[config.mk]
export PLATFORM = sky130hd
export DESIGN_NAME = supmon_top
export DESIGN_NICKNAME = d
export VERILOG_FILES = /design/src/supmon_pkg.sv /design/src/supmon_filter.sv /design/src/supmon_top.sv
export SDC_FILE = /design/constraint.sdc
export NUM_CORES = 1
export LEC_CHECK = 0
export ABC_AREA = 0
export BUFFER_PORTS_ARGS = -buffer_cell sky130_fd_sc_hd__buf_2
export CORE_AREA = 2 2 78 80
export CTS_CLUSTER_DIAMETER = 30
export CTS_CLUSTER_SIZE = 28
export DETAILED_ROUTE_END_ITERATION = 10
export DIE_AREA = 0 0 80 82
export PLACE_DENSITY = 0.67
export SETUP_SLACK_MARGIN = 0.3
export SLEW_MARGIN = 20
export SYNTH_ARGS = -nofsm -noshare
export SYNTH_HDL_FRONTEND = slang
export SYNTH_SLANG_ARGS = --single-unit
[constraint.sdc]
create_clock -name CORE_CLK_I -period 3.59 [get_ports CORE_CLK_I]
set_input_delay 0.1795 -clock CORE_CLK_I [delete_from_list [all_inputs] [get_ports CORE_CLK_I]]
set_output_delay 0.1795 -clock CORE_CLK_I [all_outputs]
set_load 0.02 [all_outputs]
[src/supmon_pkg.sv]
// Package for the supply monitor control block: register map, field positions,
// reset value, state encoding and timing counts.
// Assumes a 25 MHz core clock; all counts are derived from that rate.
package supmon_pkg;

    // Register map
    localparam logic [7:0] CTRL_ADDR        = 8'hDF;
    localparam logic [7:0] CTRL_RESET       = 8'hDE;
    // Bits 7, 2 and 1 hold no state and read back as their reset pattern
    localparam logic [7:0] CTRL_FIXED_MASK  = 8'h86;

    // Field positions
    localparam int unsigned BIT_ENABLE      = 0;
    localparam int unsigned BIT_TRIP_LO     = 3;
    localparam int unsigned BIT_TRIP_HI     = 4;
    localparam int unsigned BIT_LOW_FLAG    = 5;
    localparam int unsigned BIT_DIG_CMP     = 6;

    // Trip point codes: 00 4.37 V, 01 3.08 V, 10 2.93 V, 11 2.63 V
    localparam logic [1:0] TRIP_4V37        = 2'h0;
    localparam logic [1:0] TRIP_3V08        = 2'h1;
    localparam logic [1:0] TRIP_2V93        = 2'h2;
    localparam logic [1:0] TRIP_2V63        = 2'h3;

    // Timing
    localparam longint CLK_HZ               = 25000000;
    localparam longint CLK_PERIOD_NS        = 40;
    localparam longint QUAL_TIME_MS         = 250;
    localparam longint QUAL_CYCLES          = QUAL_TIME_MS * (CLK_HZ / 1000);
    localparam longint GLITCH_TIME_NS       = 2000;
    localparam longint GLITCH_CYCLES        = (GLITCH_TIME_NS + CLK_PERIOD_NS - 1) / CLK_PERIOD_NS;
    localparam int unsigned QUAL_CNT_W      = 23;
    localparam int unsigned GLITCH_CNT_W    = 6;

    // Flag sequencer, Gray along idle -> low -> qualify
    typedef enum logic [1:0] {
        SUPMON_IDLE = 2'b00,
        SUPMON_LOW  = 2'b01,
        SUPMON_QUAL = 2'b11
    } supmon_state_type;

endpackage : supmon_pkg

[src/supmon_filter.sv]
// Synchroniser and glitch filter for one comparator output.
// Assumes the comparator is asynchronous to the core clock and idles high.
`timescale 1ns/1ns
module supmon_filter (
    input  wire logic CORE_CLK_I,   // Core clock
    input  wire logic SYS_RST_I,    // Synchronous reset, active high
    input  wire logic cmp_i,        // Raw comparator output
    output logic      level_o,      // Synchronised level
    output logic      filt_o        // Level after glitch rejection
);

    logic                                  s1_reg, s2_reg, s3_reg;
    logic                                  level_reg, level_next;
    logic                                  filt_reg, filt_next;
    logic [supmon_pkg::GLITCH_CNT_W-1:0]   cnt_reg, cnt_next;

    localparam logic [supmon_pkg::GLITCH_CNT_W-1:0] GLITCH_LAST =
        supmon_pkg::GLITCH_CNT_W'(supmon_pkg::GLITCH_CYCLES - 1);

    always_comb begin
        level_next = level_reg;
        filt_next  = filt_reg;
        cnt_next   = '0;
        // A change counts only once the second and third stages agree
        if (s2_reg == s3_reg) begin
            level_next = s3_reg;
        end
        // Filtered output follows only after the level holds for the full window
        if (level_reg != filt_reg) begin
            if (cnt_reg == GLITCH_LAST) begin
                filt_next = level_reg;
            end else begin
                cnt_next = cnt_reg + 1'b1;
            end
        end
    end

    always_ff @(posedge CORE_CLK_I) begin
        if (SYS_RST_I) begin
            s1_reg    <= 1'b1;
            s2_reg    <= 1'b1;
            s3_reg    <= 1'b1;
            level_reg <= 1'b1;
            filt_reg  <= 1'b1;
            cnt_reg   <= '0;
        end else begin
            s1_reg    <= cmp_i;
            s2_reg    <= s1_reg;
            s3_reg    <= s2_reg;
            level_reg <= level_next;
            filt_reg  <= filt_next;
            cnt_reg   <= cnt_next;
        end
    end

    assign level_o = level_reg;
    assign filt_o  = filt_reg;

endmodule : supmon_filter

[src/supmon_top.sv]
// Control and status logic of the on-chip supply monitor: control register,
// trip point select, low-supply flag with 250 ms qualification, interrupt request.
// Assumes a single-cycle special-function-register access from the core and an
// interrupt enable bit supplied from the core's secondary enable register.
//
// Function
// - Control bit 0 written 1 enables the monitor, written 0 disables it.
// - Bit 6 reads the live digital comparator: 1 above trip, 0 below.
// - Low-supply flag bit 5 sets whenever either filtered comparator output is low while the monitor is enabled.
// - Both comparators high again starts 250 ms count; expiry clears the flag.
// - Software may write the flag, but cannot clear it while a supply is low.
// - Flag raises the core interrupt only when its secondary enable bit is set.
// - Bits 4:3 select trip: 00 4.37, 01 3.08, 10 2.93, 11 2.63 volts.
// - Short glitches on comparator outputs must not set the low-supply flag.
`timescale 1ns/1ns
module supmon_top #(
    parameter logic [supmon_pkg::QUAL_CNT_W-1:0] QUAL_CYCLES =
        supmon_pkg::QUAL_CNT_W'(supmon_pkg::QUAL_CYCLES)   // Qualification length
) (
    input  wire logic       CORE_CLK_I,          // Core clock, 25 MHz
    input  wire logic       SYS_RST_I,           // Synchronous reset, active high
    input  wire logic [7:0] SFR_ADDR_I,          // Register address
    input  wire logic [7:0] SFR_WDATA_I,         // Write data
    input  wire logic       SFR_WR_I,            // Write strobe, one cycle
    input  wire logic       SFR_RD_I,            // Read strobe, one cycle
    input  wire logic       IRQ_ENABLE_I,        // Monitor enable bit of the secondary irq register
    input  wire logic       DIG_CMP_I,           // Digital supply comparator, high when good
    input  wire logic       ANA_CMP_I,           // Analog supply comparator, high when good
    output logic [7:0]      SFR_RDATA_O,         // Read data, valid the cycle after the strobe
    output logic            MONITOR_ENABLE_O,    // Enable to the analog comparators
    output logic [1:0]      TRIP_SELECT_O,       // Digital trip point code
    output logic            LOW_SUPPLY_IRQ_O     // Interrupt request to the core
);

    logic                                dig_level;
    logic                                dig_filt;
    logic                                ana_filt;

    logic                                enable_reg, enable_next;
    logic [1:0]                          trip_reg, trip_next;
    logic                                flag_reg, flag_next;
    logic [7:0]                          rdata_reg, rdata_next;
    logic                                irq_reg, irq_next;
    logic                                supply_low;
    logic                                reg_hit_wr;
    logic                                reg_hit_rd;
    supmon_pkg::supmon_state_type        state_reg, state_next;
    logic [supmon_pkg::QUAL_CNT_W-1:0]   qual_reg, qual_next;

    localparam logic [supmon_pkg::QUAL_CNT_W-1:0] QUAL_LAST = QUAL_CYCLES - 1'b1;

    // Register address decode, shared by the read and write paths
    function automatic logic ctrl_hit(input logic [7:0] addr);
        ctrl_hit = (addr == supmon_pkg::CTRL_ADDR);
    endfunction : ctrl_hit

    supmon_filter u_dig_filter (
        .CORE_CLK_I (CORE_CLK_I),
        .SYS_RST_I  (SYS_RST_I),
        .cmp_i      (DIG_CMP_I),
        .level_o    (dig_level),
        .filt_o     (dig_filt)
    );

    supmon_filter u_ana_filter (
        .CORE_CLK_I (CORE_CLK_I),
        .SYS_RST_I  (SYS_RST_I),
        .cmp_i      (ANA_CMP_I),
        .level_o    (),
        .filt_o     (ana_filt)
    );

    assign reg_hit_wr = SFR_WR_I && ctrl_hit(SFR_ADDR_I);
    assign reg_hit_rd = SFR_RD_I && ctrl_hit(SFR_ADDR_I);

    // A disabled monitor reports no low supply, so a stale low cannot pin the flag
    assign supply_low = enable_reg && (!dig_filt || !ana_filt);

    // Control fields
    always_comb begin
        enable_next = enable_reg;
        trip_next   = trip_reg;
        if (reg_hit_wr) begin
            enable_next = SFR_WDATA_I[supmon_pkg::BIT_ENABLE];
            trip_next   = {SFR_WDATA_I[supmon_pkg::BIT_TRIP_HI],
                           SFR_WDATA_I[supmon_pkg::BIT_TRIP_LO]};
        end
    end

    always_ff @(posedge CORE_CLK_I) begin
        if (SYS_RST_I) begin
            enable_reg <= supmon_pkg::CTRL_RESET[supmon_pkg::BIT_ENABLE];
            trip_reg   <= {supmon_pkg::CTRL_RESET[supmon_pkg::BIT_TRIP_HI],
                           supmon_pkg::CTRL_RESET[supmon_pkg::BIT_TRIP_LO]};
        end else begin
            enable_reg <= enable_next;
            trip_reg   <= trip_next;
        end
    end

    // Low-supply flag and qualification sequencer
    always_comb begin
        state_next = state_reg;
        flag_next  = flag_reg;
        qual_next  = qual_reg;
        case (state_reg)
            supmon_pkg::SUPMON_IDLE: begin
                qual_next = '0;
                if (reg_hit_wr && SFR_WDATA_I[supmon_pkg::BIT_LOW_FLAG]) begin
                    flag_next  = 1'b1;
                    state_next = supmon_pkg::SUPMON_QUAL;
                end
            end
            supmon_pkg::SUPMON_LOW: begin
                qual_next = '0;
                if (!supply_low) begin
                    state_next = supmon_pkg::SUPMON_QUAL;
                end
            end
            supmon_pkg::SUPMON_QUAL: begin
                if (qual_reg == QUAL_LAST) begin
                    flag_next  = 1'b0;
                    qual_next  = '0;
                    state_next = supmon_pkg::SUPMON_IDLE;
                end else begin
                    qual_next = qual_reg + 1'b1;
                end
                // Software clear is allowed here since both supplies are good
                if (reg_hit_wr) begin
                    flag_next  = SFR_WDATA_I[supmon_pkg::BIT_LOW_FLAG];
                    qual_next  = '0;
                    state_next = SFR_WDATA_I[supmon_pkg::BIT_LOW_FLAG] ?
                                 supmon_pkg::SUPMON_QUAL : supmon_pkg::SUPMON_IDLE;
                end
            end
            default: begin
                flag_next  = 1'b1;
                qual_next  = '0;
                state_next = supmon_pkg::SUPMON_LOW;
            end
        endcase
        // A low supply overrides any write and restarts qualification from zero
        if (supply_low) begin
            flag_next  = 1'b1;
            qual_next  = '0;
            state_next = supmon_pkg::SUPMON_LOW;
        end
    end

    always_ff @(posedge CORE_CLK_I) begin
        if (SYS_RST_I) begin
            state_reg <= supmon_pkg::SUPMON_IDLE;
            flag_reg  <= supmon_pkg::CTRL_RESET[supmon_pkg::BIT_LOW_FLAG];
            qual_reg  <= '0;
        end else begin
            state_reg <= state_next;
            flag_reg  <= flag_next;
            qual_reg  <= qual_next;
        end
    end

    // Read path and interrupt request
    always_comb begin
        rdata_next = 8'h00;
        if (reg_hit_rd) begin
            rdata_next = supmon_pkg::CTRL_RESET & supmon_pkg::CTRL_FIXED_MASK;
            rdata_next[supmon_pkg::BIT_DIG_CMP]  = dig_level;
            rdata_next[supmon_pkg::BIT_LOW_FLAG] = flag_reg;
            rdata_next[supmon_pkg::BIT_TRIP_HI]  = trip_reg[1];
            rdata_next[supmon_pkg::BIT_TRIP_LO]  = trip_reg[0];
            rdata_next[supmon_pkg::BIT_ENABLE]   = enable_reg;
        end
        irq_next = flag_reg && IRQ_ENABLE_I;
    end

    always_ff @(posedge CORE_CLK_I) begin
        if (SYS_RST_I) begin
            rdata_reg <= 8'h00;
            irq_reg   <= 1'b0;
        end else begin
            rdata_reg <= rdata_next;
            irq_reg   <= irq_next;
        end
    end

    assign SFR_RDATA_O      = rdata_reg;
    assign MONITOR_ENABLE_O = enable_reg;
    assign TRIP_SELECT_O    = trip_reg;
    assign LOW_SUPPLY_IRQ_O = irq_reg;

endmodule : supmon_top

==> results of run 1 <==
-- placed cells by master, fill, tap and decap left out, drive strengths merged, types with 6 or more instances in the layout --
master  count
clkbuf     12
or4         7
nor2       41
and2        6
nand2      11
inv         8
buf        30
dfxtp      58
nand3      15
or2         7
o31ai       7
xor2       10
a21oi      10
xnor2      13
nand4      10
-- final cells by class --
type	instances	share of cell area, %
repair buffers	30	5.256
flip-flops and latches	58	40.65
clock inverters	4	2.541
well taps	75	3.285
multi-input cells	182	41.44
clock buffers	12	5.782
inverters	8	1.051
-- kinds of logic (layout without fill, tap and decap cells) --
family	Yosys count	count (layout)	synth area share [%]
buf+inv	17	54	3.501
mux	1	1	0.4120
xor+xnor	23	23	8.290
compound gates	31	31	9.011
simple gates	122	122	28.42
flops	58	58	47.79
fa+ha+maj	5	5	2.575
-- synthesized netlist by cell type, drive strengths merged (3+ instances only) --
cell | count | area [um^2]
nor4 | 4 | 25.02
nor2 | 41 | 153.9
clkbuf | 3 | 11.26
xnor2 | 13 | 113.9
a21oi | 10 | 50.05
xor2 | 10 | 87.58
and2 | 6 | 37.54
or4 | 7 | 52.55
and4 | 4 | 37.54
or2 | 7 | 43.79
o31ai | 7 | 52.55
ha | 5 | 62.56
dfxtp | 58 | 1161
and3 | 5 | 35.03
a211o | 5 | 43.79
nand3 | 15 | 105.1
nand4 | 10 | 62.56
nand2 | 11 | 41.29
buf | 6 | 43.79
inv | 8 | 30.03
and4b | 3 | 30.03
-- worst max path at each step --
| stage | startpoint | to | slack (ps) | depth (start not counted) |
|---|---|---|---|---|
| global placement | qual_reg[0]$_SDFF_PP0_ | state_reg[1]$_SDFFE_PP0P_ | 1400 | 5 |
| detailed placement | qual_reg[0]$_SDFF_PP0_ | state_reg[1]$_SDFFE_PP0P_ | 1380 | 5 |
| CTS | qual_reg[0]$_SDFF_PP0_ | state_reg[1]$_SDFFE_PP0P_ | 1370 | 5 |
| global route | qual_reg[0]$_SDFF_PP0_ | state_reg[1]$_SDFFE_PP0P_ | 1240 | 5 |
| floorplan | qual_reg[0]$_SDFF_PP0_ | qual_reg[10]$_SDFF_PP0_ | 1990 | 6 |
| finish | qual_reg[0]$_SDFF_PP0_ | state_reg[1]$_SDFFE_PP0P_ | 1410 | 5 |
-- layer usage --
layer  up-vias  share of wire, %  track usage [%]
met5         -                 0                0
met4         0               2.3            8.644
met3         6               4.1            4.505
met2        38                43            20.42
met1       839                50            17.71
li1        977                 -                -
-- report_power, final --
part | leakage (nW) | switching, mW | internal, mW
clock | 0.119 | 0.244 | 0.446
sequential | 0.468 | 0.00127 | 0.647
combinational | 0.448 | 0.00749 | 0.0104
total | 1.04 | 0.253 | 1.10
==> metrics.csv, run 1 <==
metric;value;unit
CTS root buf;clkbuf_8;
max-cap violation count;0;
max-slew violations;0;
Chip Width;80;um
fill count;543;
# IOs;35;
number of synthesized flops with an enable pin;0;
worst flop-to-flop path startpoint;qual_reg[0]$_SDFF_PP0_;
final hold slack;31.09;ps
antenna-violating nets left;0;
WL final;4.232;mm
CP delay by family, top;compound AO/OA/AOI/OAI gates;
Crit. End Element;flip-flop;
total track usage;13.92;%
Setup WS pre-CTS;1377;ps
DPL Wire Length;2.939;mm
CP max stage cell;o211ai_2;
vias per cell;5.041;
Hold Vio Cnt, Final;0;
Crit path required time;3760;ps
First DRT Iteration DRCs;68;
Port Buffer Count;30;
fmax;459.4;MHz
Hold Path Class;input port to flip-flop;
number of flip-flops in the largest register;23;
mean post-synth cell area;9.455;um^2
largest net degree at the start of global routing;25;
Synth async-reset ratio;0;%
reg2reg path depth;5;
Register Area;1161;um^2
Initial Util;42.29;%
Seq/Total Area, Yosys;47.79;%
Crit Path Class;flip-flop to flip-flop;
Worst Path Buf+Inv;0;
library cells used by synthesis;41;
Final min period;2177;ps
DIE HEIGHT;82;um
Setup TNS;0;ps
Final GP Congestion;0.7986;
initial antenna violation count;0;
post-cts sizing count;0;
num rows;28;
post-CTS setup buffer count;0;
Hold Path Stages;2;
Core Area;5746;um^2
Pleak;1.035;nW
Vias;1860;
fin crit share;60.63;%
status;finished clean;
# placed instances;353;
YS warnings;0;
Clock Pin Slew Worst Setup and Hold Paths;60;ps
PwrDens;474.8;nW/um^2
crit path cell chain;ha_1 > and3_2 > nand4_1 > o211ai_2 > nand3_1;
CP arrival;2350;ps
first-pass GRT wire length;6.900;mm
P&R area growth vs syn;17.56;%
diode count;0;
WHS Endpoint;u_dig_filter.s1_reg$_SDFF_PP1_;
final instance area;2856;um^2
final core area utilization;49.72;%
Cell Area, Synth;2430;um^2
Congestion Overflow GR;0;
Fin Clk Skew;4.502;ps
die area;6560;um^2
Clock Latency Late Sink;330;ps
hold_sp;DIG_CMP_I;
Final Setup Violations;0;
TritonCTS Buffers;9;
DRT Pass-1 Iters;6;
critical path's largest stage delay;850;ps
H-tree depth;3;
Placed Area;2619;um^2
vias in the first global route;1573;
CTS tree;built;
R2R Path End;state_reg[1]$_SDFFE_PP0P_;
relative slew slack;32.79;%
final std cells w/o fill;369;
area of the multi-input gates;1184;um^2
worst-margin pin slew;1005;ps
cell count after synthesis;257;
ratio of cells with drive above 1 in the final layout;21.09;%
Sink Count;58;
total power;1.356;mW
Reg2Reg Setup Slack;1410;ps
number of synthesized register bits;58;
Most used DFF post-synth;dfxtp_1;
CP Max Fanout;24;
wire length per cell;11.47;um
Setup WS post-layout;1413;ps
CTS Buffer Depth;2;
DRC errors left;0;
RSZ-0062 raised after global routing;false;
Startpoint Class;flip-flop;
layout net count;317;
post-synth net total;285;
VDD IR max;0.0002436;V
Hold-fix buffers, CTS;0;
Power figures use the tool's default switching activity.
==> run 2: changes to the inputs <==
--- a/config.mk
+++ b/config.mk
@@ -5,14 +5,14 @@
 export SDC_FILE = /design/constraint.sdc
 export NUM_CORES = 1
 export LEC_CHECK = 0
-export ABC_AREA = 0
+export ABC_AREA = 1
 export BUFFER_PORTS_ARGS = -buffer_cell sky130_fd_sc_hd__buf_2
-export CORE_AREA = 2 2 78 80
+export CORE_AREA = 2 2 80 82
 export CTS_CLUSTER_DIAMETER = 30
 export CTS_CLUSTER_SIZE = 28
 export DETAILED_ROUTE_END_ITERATION = 10
-export DIE_AREA = 0 0 80 82
-export PLACE_DENSITY = 0.67
+export DIE_AREA = 0 0 82 84
+export PLACE_DENSITY = 0.7
 export SETUP_SLACK_MARGIN = 0.3
 export SLEW_MARGIN = 20
 export SYNTH_ARGS = -nofsm -noshare
==> constraint.sdc (replaced) <==
create_clock -name CORE_CLK_I -period 1.85 [get_ports CORE_CLK_I]
set_input_delay 0.0925 -clock CORE_CLK_I [delete_from_list [all_inputs] [get_ports CORE_CLK_I]]
set_output_delay 0.0925 -clock CORE_CLK_I [all_outputs]
set_load 0.02 [all_outputs]
==> run 2 against run 1 <==
Compared with the run above: count of clock-buffer cells in the layout decreased by 2; sequential share of layout area decreased by 4.3 points; cell area increased by 13%; via count increased by 20%; non-clock buffer count increased by 13; sequential power increased by 98%; total power increased by 94%; global-route usage increased by 2.3 points; area after synthesis increased by 6.8%; critical path depth increased by 3; critical endpoint is now qual_reg[13]$_SDFF_PP0_.
==> metrics.csv, run 2 <==
metric;value;unit;change
Synth async-reset ratio;0;%;unchanged
Worst Path Buf+Inv;2;;+2
CP delay by family, top;simple AND/OR/NAND/NOR gates;;
WL final;5.019;mm;+19%
top cells by area, synth;dfxtp_1, nand2_1, nor2_1;;
cell count after synthesis;343;;+33%
vias in the first global route;2092;;+33%
YS warnings;0;;unchanged
fmax;671.1;MHz;+46%
post-synth top area share;44.74;%;-3.0 points
Crit path required time;2100;ps;-1660 ps
ratio of cells with drive above 1 in the final layout;21.16;%;+0.070 points
Post-synth top cells;nand2_1, nor2_1, dfxtp_1;;
library cells used by synthesis;32;;-22%
antenna-violating nets left;0;;unchanged
Crit. End Element;flip-flop;;
max-cap violation count;0;;unchanged
wire length per cell;10.59;um;-7.7%
H-tree depth;3;;unchanged
CTS tree;built;;
DPL Wire Length;3.543;mm;+21%
mean post-synth cell area;7.566;um^2;-20%
CTS root buf;clkbuf_8;;
Congestion Overflow GR;0;;unchanged
relative slew slack;78.29;%;+45 points
Seq/Total Area, Yosys;44.74;%;-3.0 points
CTS Buffer Depth;2;;unchanged
status;finished clean;;
total track usage;16.20;%;+2.3 points
top-count cell post-synth;nand2_1;;
vias per cell;4.690;;-7.0%
Fin Clk Skew;8.418;ps;+3.916 ps
number of flip-flops in the largest register;23;;unchanged
die area;6888;um^2;+5.0%
crit path cell chain;ha_4 > nand3_4 > nor2_2 > nand3_2 > nand4_1 > buf_4 > buf_12 > nor3_1;;
Pleak;1.443;nW;+39%
# IOs;35;;unchanged
VDD IR max;0.0007489;V;+210%
Most used DFF post-synth;dfxtp_1;;
DRC errors left;0;;unchanged
DIE HEIGHT;84;um;+2.4%
number of synthesized register bits;58;;unchanged
Hold Path Class;input port to flip-flop;;
worst-margin pin slew;322.7;ps;-682.4 ps
num rows;29;;+3.6%
reg2reg path depth;8;;+3
number of synthesized flops with an enable pin;0;;unchanged
final hold slack;51.25;ps;+20.17 ps
P&R area growth vs syn;23.91;%;
post-synth net total;371;;+30%
Clock Latency Late Sink;330;ps;about the same
Vias;2223;;+20%
Initial Util;42.57;%;+0.28 points
most common cell after layout, fill and taps aside;nand2_1;;
fin crit share;80.54;%;+20 points
Sink Count;58;;unchanged
Chip Width;82;um;+2.5%
DRT Pass-1 Iters;4;;-2
Hold Vio Cnt, Final;0;;unchanged
diode count;0;;unchanged
RSZ-0062 raised after global routing;true;;
Final Setup Violations;0;;unchanged
Clock Pin Slew Worst Setup and Hold Paths;70;ps;about the same
CP Depth;8;;+3
largest net degree at the start of global routing;13;;-48%
layout net count;420;;+32%
most frequent cells in the layout;nand2_1, nor2_1, dfxtp_1;;
Crit Path Class;flip-flop to flip-flop;;
Final GP Congestion;0.8262;;+3.5%
CP arrival;1740;ps;-610 ps
TritonCTS Buffers;9;;unchanged
CP max stage cell;dfxtp_4;;
critical path's largest stage delay;360;ps;-490 ps
Startpoint Class;flip-flop;;
Setup TNS;0;ps;unchanged
Hold Path Stages;3;;+1
Final min period;1490;ps;-686.6 ps
max-slew violations;0;;unchanged
CP Max Fanout;10;;-58%
first-pass GRT wire length;8.521;mm;+23%
PwrDens;817.5;nW/um^2;+72%
Port Buffer Count;30;;unchanged
initial antenna violation count;0;;unchanged
area leader, netlist;dfxtp_1;;
Cell Area, Synth;2595;um^2;+6.8%
First DRT Iteration DRCs;78;;+15%
Core Area;6096;um^2;+6.1%
-- run 2: cell count changes after synthesis, moves of 4 or more --
cell,previous run,this run
a211o_1,5,0
and2_1,6,0
inv_1,8,49
nand2_1,11,63
nand2_2,0,4
nor2_1,41,61
nor3_1,1,7
nor3b_1,0,4
o21ai_0,2,6
o31ai_1,7,0
or4_1,7,0
xnor2_1,13,4
-- run 2: worst paths after layout --
check	start	endpoint	slack (ps)
max	qual_reg[0]$_SDFF_PP0_	qual_reg[13]$_SDFF_PP0_	360
min	SFR_WDATA_I[0]	MONITOR_ENABLE_O$_SDFFE_PP0P_	50
max reg2reg	qual_reg[0]$_SDFF_PP0_	qual_reg[13]$_SDFF_PP0_	360
min reg2reg	u_dig_filter.s1_reg$_SDFF_PP1_	u_dig_filter.s2_reg$_SDFF_PP1_	410
-- run 2: stage by stage --
stage	setup WS [ps]	utilization (%)	power, mW	area, um^2	std cells
3_5_place_dp	234.1	46.43	1.384	2830	446
4_1_cts	317.6	51.99	2.666	3169	470
6_report	359.9	52.75	2.629	3216	474
2_1_floorplan	415.1	-	1.349	2595	343
5_1_grt	275.4	52.75	2.728	3216	474
3_3_place_gp	263.7	46.43	1.382	2830	446
-- run 2: per-layer routing --
layer	share of wire, %	routed length, um	global-route usage (%)
met1	42	2097	16.69
met3	4.6	231	6.602
met2	52	2618	28.90
met4	1.4	72	5.455
met5	0	0	0
-- run 2: what timing repair did --
action	4_1_cts	5_1_grt
resized for setup	5	7
endpoints found under the setup margin	23	22
hold buffers	5	0
pin swaps	3	0
setup buffers	2	4
endpoints found under the hold margin	5	0
cloned	1	0
-- run 2: worst min-delay path: cells and delay by family --
| kind | cells | cell delay, ps |
|---|---|---|
| AOI/OAI and AO/OA | 2 | 170 |
| buffers and inverters | 1 | 80 |
-- run 2: logic make-up (layout without fill, tap and decap cells) --
kind of cell,after synthesis,after routing,share of synthesized area (%)
AND/OR/NAND/NOR,187,187,34.43
flip-flops,58,58,44.74
buffers and inverters,55,109,8.437
AO/OA/AOI/OAI,21,21,4.243
XOR/XNOR,17,17,5.738
adder cells (fa/ha/maj),5,5,2.411
-- run 2: final cells by class --
| cell class | instances | area (um^2) |
|---|---|---|
| multi-input combinational | 230 | 1245 |
| tap | 77 | 96.34 |
| inverter | 50 | 187.7 |
| timing repair buffer | 43 | 297.8 |
| clock buffer | 10 | 127.6 |
| fill | 584 | 2880 |
| sequential | 58 | 1170 |
| clock inverter | 6 | 91.34 |
-- run 2: power breakdown --
| group | total (mW) | internal [mW] | switching, mW |
|---|---|---|---|
| clock | 1.26 | 0.760 | 0.505 |
| combinational | 0.0886 | 0.0453 | 0.0433 |
| sequential | 1.28 | 1.26 | 0.0117 |
| total | 2.63 | 2.07 | 0.560 |
==> run 3: changes to the inputs <==
--- a/config.mk
+++ b/config.mk
@@ -5,14 +5,14 @@
 export SDC_FILE = /design/constraint.sdc
 export NUM_CORES = 1
 export LEC_CHECK = 0
-export ABC_AREA = 1
+export ABC_AREA = 0
 export BUFFER_PORTS_ARGS = -buffer_cell sky130_fd_sc_hd__buf_2
-export CORE_AREA = 2 2 80 82
+export CORE_AREA = 2 2 78 80
 export CTS_CLUSTER_DIAMETER = 30
 export CTS_CLUSTER_SIZE = 28
 export DETAILED_ROUTE_END_ITERATION = 10
-export DIE_AREA = 0 0 82 84
-export PLACE_DENSITY = 0.7
+export DIE_AREA = 0 0 80 82
+export PLACE_DENSITY = 0.67
 export SETUP_SLACK_MARGIN = 0.3
 export SLEW_MARGIN = 20
 export SYNTH_ARGS = -nofsm -noshare
==> constraint.sdc (replaced) <==
create_clock -name CORE_CLK_I -period 1.5 [get_ports CORE_CLK_I]
set_input_delay 0.075 -clock CORE_CLK_I [delete_from_list [all_inputs] [get_ports CORE_CLK_I]]
set_output_delay 0.075 -clock CORE_CLK_I [all_outputs]
set_load 0.02 [all_outputs]
==> run 3 against run 2 <==
Compared with the run above: sequential share of layout area shrank 0.74 points; maximum frequency grew 1.3%; cell area grew 3.5%; hold slack gained 3.9 ps; non-clock buffer count grew 23; worst setup slack lost 330 ps; die area shrank 4.8%; critical path depth shrank 3; wire length shrank 1.7%; total power grew 26%; via count shrank 8.3%; clock power grew 37%.
==> metrics.csv, run 3 (synthesized netlist as in run 1, its figures left out) <==
metric;value;unit;change
DIE HEIGHT;82;um;-2.4%
CP arrival;1750;ps;about the same
Port Buffer Count;30;;unchanged
total power;3.325;mW;+26%
Pleak;1.247;nW;-14%
Internal;2.680;mW;+30%
die area;6560;um^2;-4.8%
combinational power share;1.6;%;-1.8 points
VDD IR max;0.0007157;V;-4.4%
layout net count;354;;-16%
CTS tree;built;;
fill count;517;;-11%
first-pass GRT wire length;8.583;mm;+0.73%
Core Area;5746;um^2;-5.7%
DPL Wire Length;3.209;mm;-9.4%
diode count;0;;unchanged
DRC errors left;0;;unchanged
fmax;679.9;MHz;+1.3%
Startpoint Class;flip-flop;;
fin crit share;98.05;%;+18 points
Final Setup Violations;0;;unchanged
busiest grt layer;met2;;
Clock Latency Late Sink;340;ps;about the same
TritonCTS Buffers;9;;unchanged
H-tree depth;3;;unchanged
num rows;28;;-3.4%
Hold Vio Cnt, Final;0;;unchanged
met3 usage;6.154;%;-0.45 points
First DRT Iteration DRCs;102;;+31%
final std cells w/o fill;406;;-14%
vias in the first global route;1986;;-5.1%
Crit Path Class;flip-flop to flip-flop;;
initial antenna violation count;0;;unchanged
WL final;4.934;mm;-1.7%
# IOs;35;;unchanged
Final GP Congestion;0.8029;;-2.8%
Final min period;1471;ps;-19.24 ps
Fin Clk Skew;8.881;ps;+0.4633 ps
CTS root buf;clkbuf_8;;
# placed instances;375;;-16%
clock share of power;51.9;%;+3.8 points
P_sw;645.2;uW;+15%
vias per cell;5.022;;+7.1%
DRT Pass-1 Iters;4;;unchanged
antenna-violating nets left;0;;unchanged
met1 usage;19.68;%;+3.0 points
Clock Pin Slew Worst Setup and Hold Paths;70;ps;about the same
max-cap violation count;0;;unchanged
ratio of cells with drive above 1 in the final layout;42.60;%;+21 points
Crit. End Element;flip-flop;;
most frequent cells in the layout;dfxtp_1, nor2_1, buf_2;;
total track usage;16.73;%;+0.53 points
met2 Usage GRT;27.50;%;-1.4 points
max-slew violations;0;;unchanged
Congestion Overflow GR;0;;unchanged
Chip Width;80;um;-2.4%
PwrDens;999.1;nW/um^2;+22%
final core area utilization;57.93;%;+5.2 points
RSZ-0062 raised after global routing;true;;
Initial Util;42.29;%;-0.28 points
relative slew slack;78.71;%;+0.42 points
largest net degree at the start of global routing;15;;+2
Sw Ratio;19.40;%;-1.9 points
most common cell after layout, fill and taps aside;dfxtp_1;;
Hold Path Class;input port to flip-flop;;
CTS Buffer Depth;2;;unchanged
P&R area growth vs syn;36.97;%;
Crit path required time;1780;ps;-320 ps
number of flip-flops in the largest register;23;;unchanged
wire length per cell;12.15;um;+15%
part of the power in registers;46.6;%;-1.9 points
status;finished clean;;
Sink Count;58;;unchanged
final hold slack;55.19;ps;+3.938 ps
worst-margin pin slew;316.4;ps;-6.302 ps
Vias;2039;;-8.3%
CP Max Fanout;5;;-5
Setup TNS;0;ps;unchanged
run 3: power by group through the flow:
stage | clock network [mW] | registers (mW) | logic, mW
after global placement | 0 | 1.58 | 0.0436
final | 1.72 | 1.55 | 0.0529
after CTS | 1.77 | 1.55 | 0.0534
after detailed placement | 0 | 1.58 | 0.0449
after floorplan | 0 | 1.58 | 0.0173
after global routing | 1.85 | 1.55 | 0.0590
run 3: final cells by class:
type	instances	area (um^2)	area share, %
timing repair buffer	66	441.7	13.27
multi-input combinational	183	1335	40.11
clock buffer	9	123.9	3.722
inverter	8	30.03	0.9023
clock inverter	7	117.6	3.534
tap	75	93.84	2.820
sequential	58	1186	35.64
run 3: per-stage QoR:
step	area, um^2	worst slack [ps]
6_report	3328	29.18
5_1_grt	3328	-67.56
4_1_cts	3278	49.60
3_5_place_dp	2834	5.348
3_3_place_gp	2834	30.64
2_1_floorplan	2494	61.66
run 3: worst max-delay path: stages (launching register included):
cell and delay (ps):
dfxtp_2 350, ha_4 130, and3_4 210, nand3_4 100
or4_4 490, a21oi_2 120
run 3: path summary, 6_finish.rpt:
check	endpoint	cells after the start	start	slack (ps)
worst max-delay path	qual_reg[18]$_SDFF_PP0_	5	qual_reg[1]$_SDFF_PP0_	30
worst min-delay path	TRIP_SELECT_O[1]$_SDFFE_PP1P_	4	SFR_WDATA_I[4]	60
worst max register to register	qual_reg[18]$_SDFF_PP0_	5	qual_reg[1]$_SDFF_PP0_	30
worst min register to register	u_dig_filter.s2_reg$_SDFF_PP1_	1	u_dig_filter.s1_reg$_SDFF_PP1_	400
run 3: layer usage:
metal	vias to the layer above	routed length (um)
met1	940	2222
met2	37	2376
met3	11	243
li1	1051	-
met4	0	92
met5	-	0
run 3: timing repair:
action	CTS	global route
cloned	1	0
hold buffers	4	0
setup endpoints to repair	33	34
buffers inserted	10	0
gates resized for setup	20	18
pin swaps	9	5
hold endpoints to repair	4	0
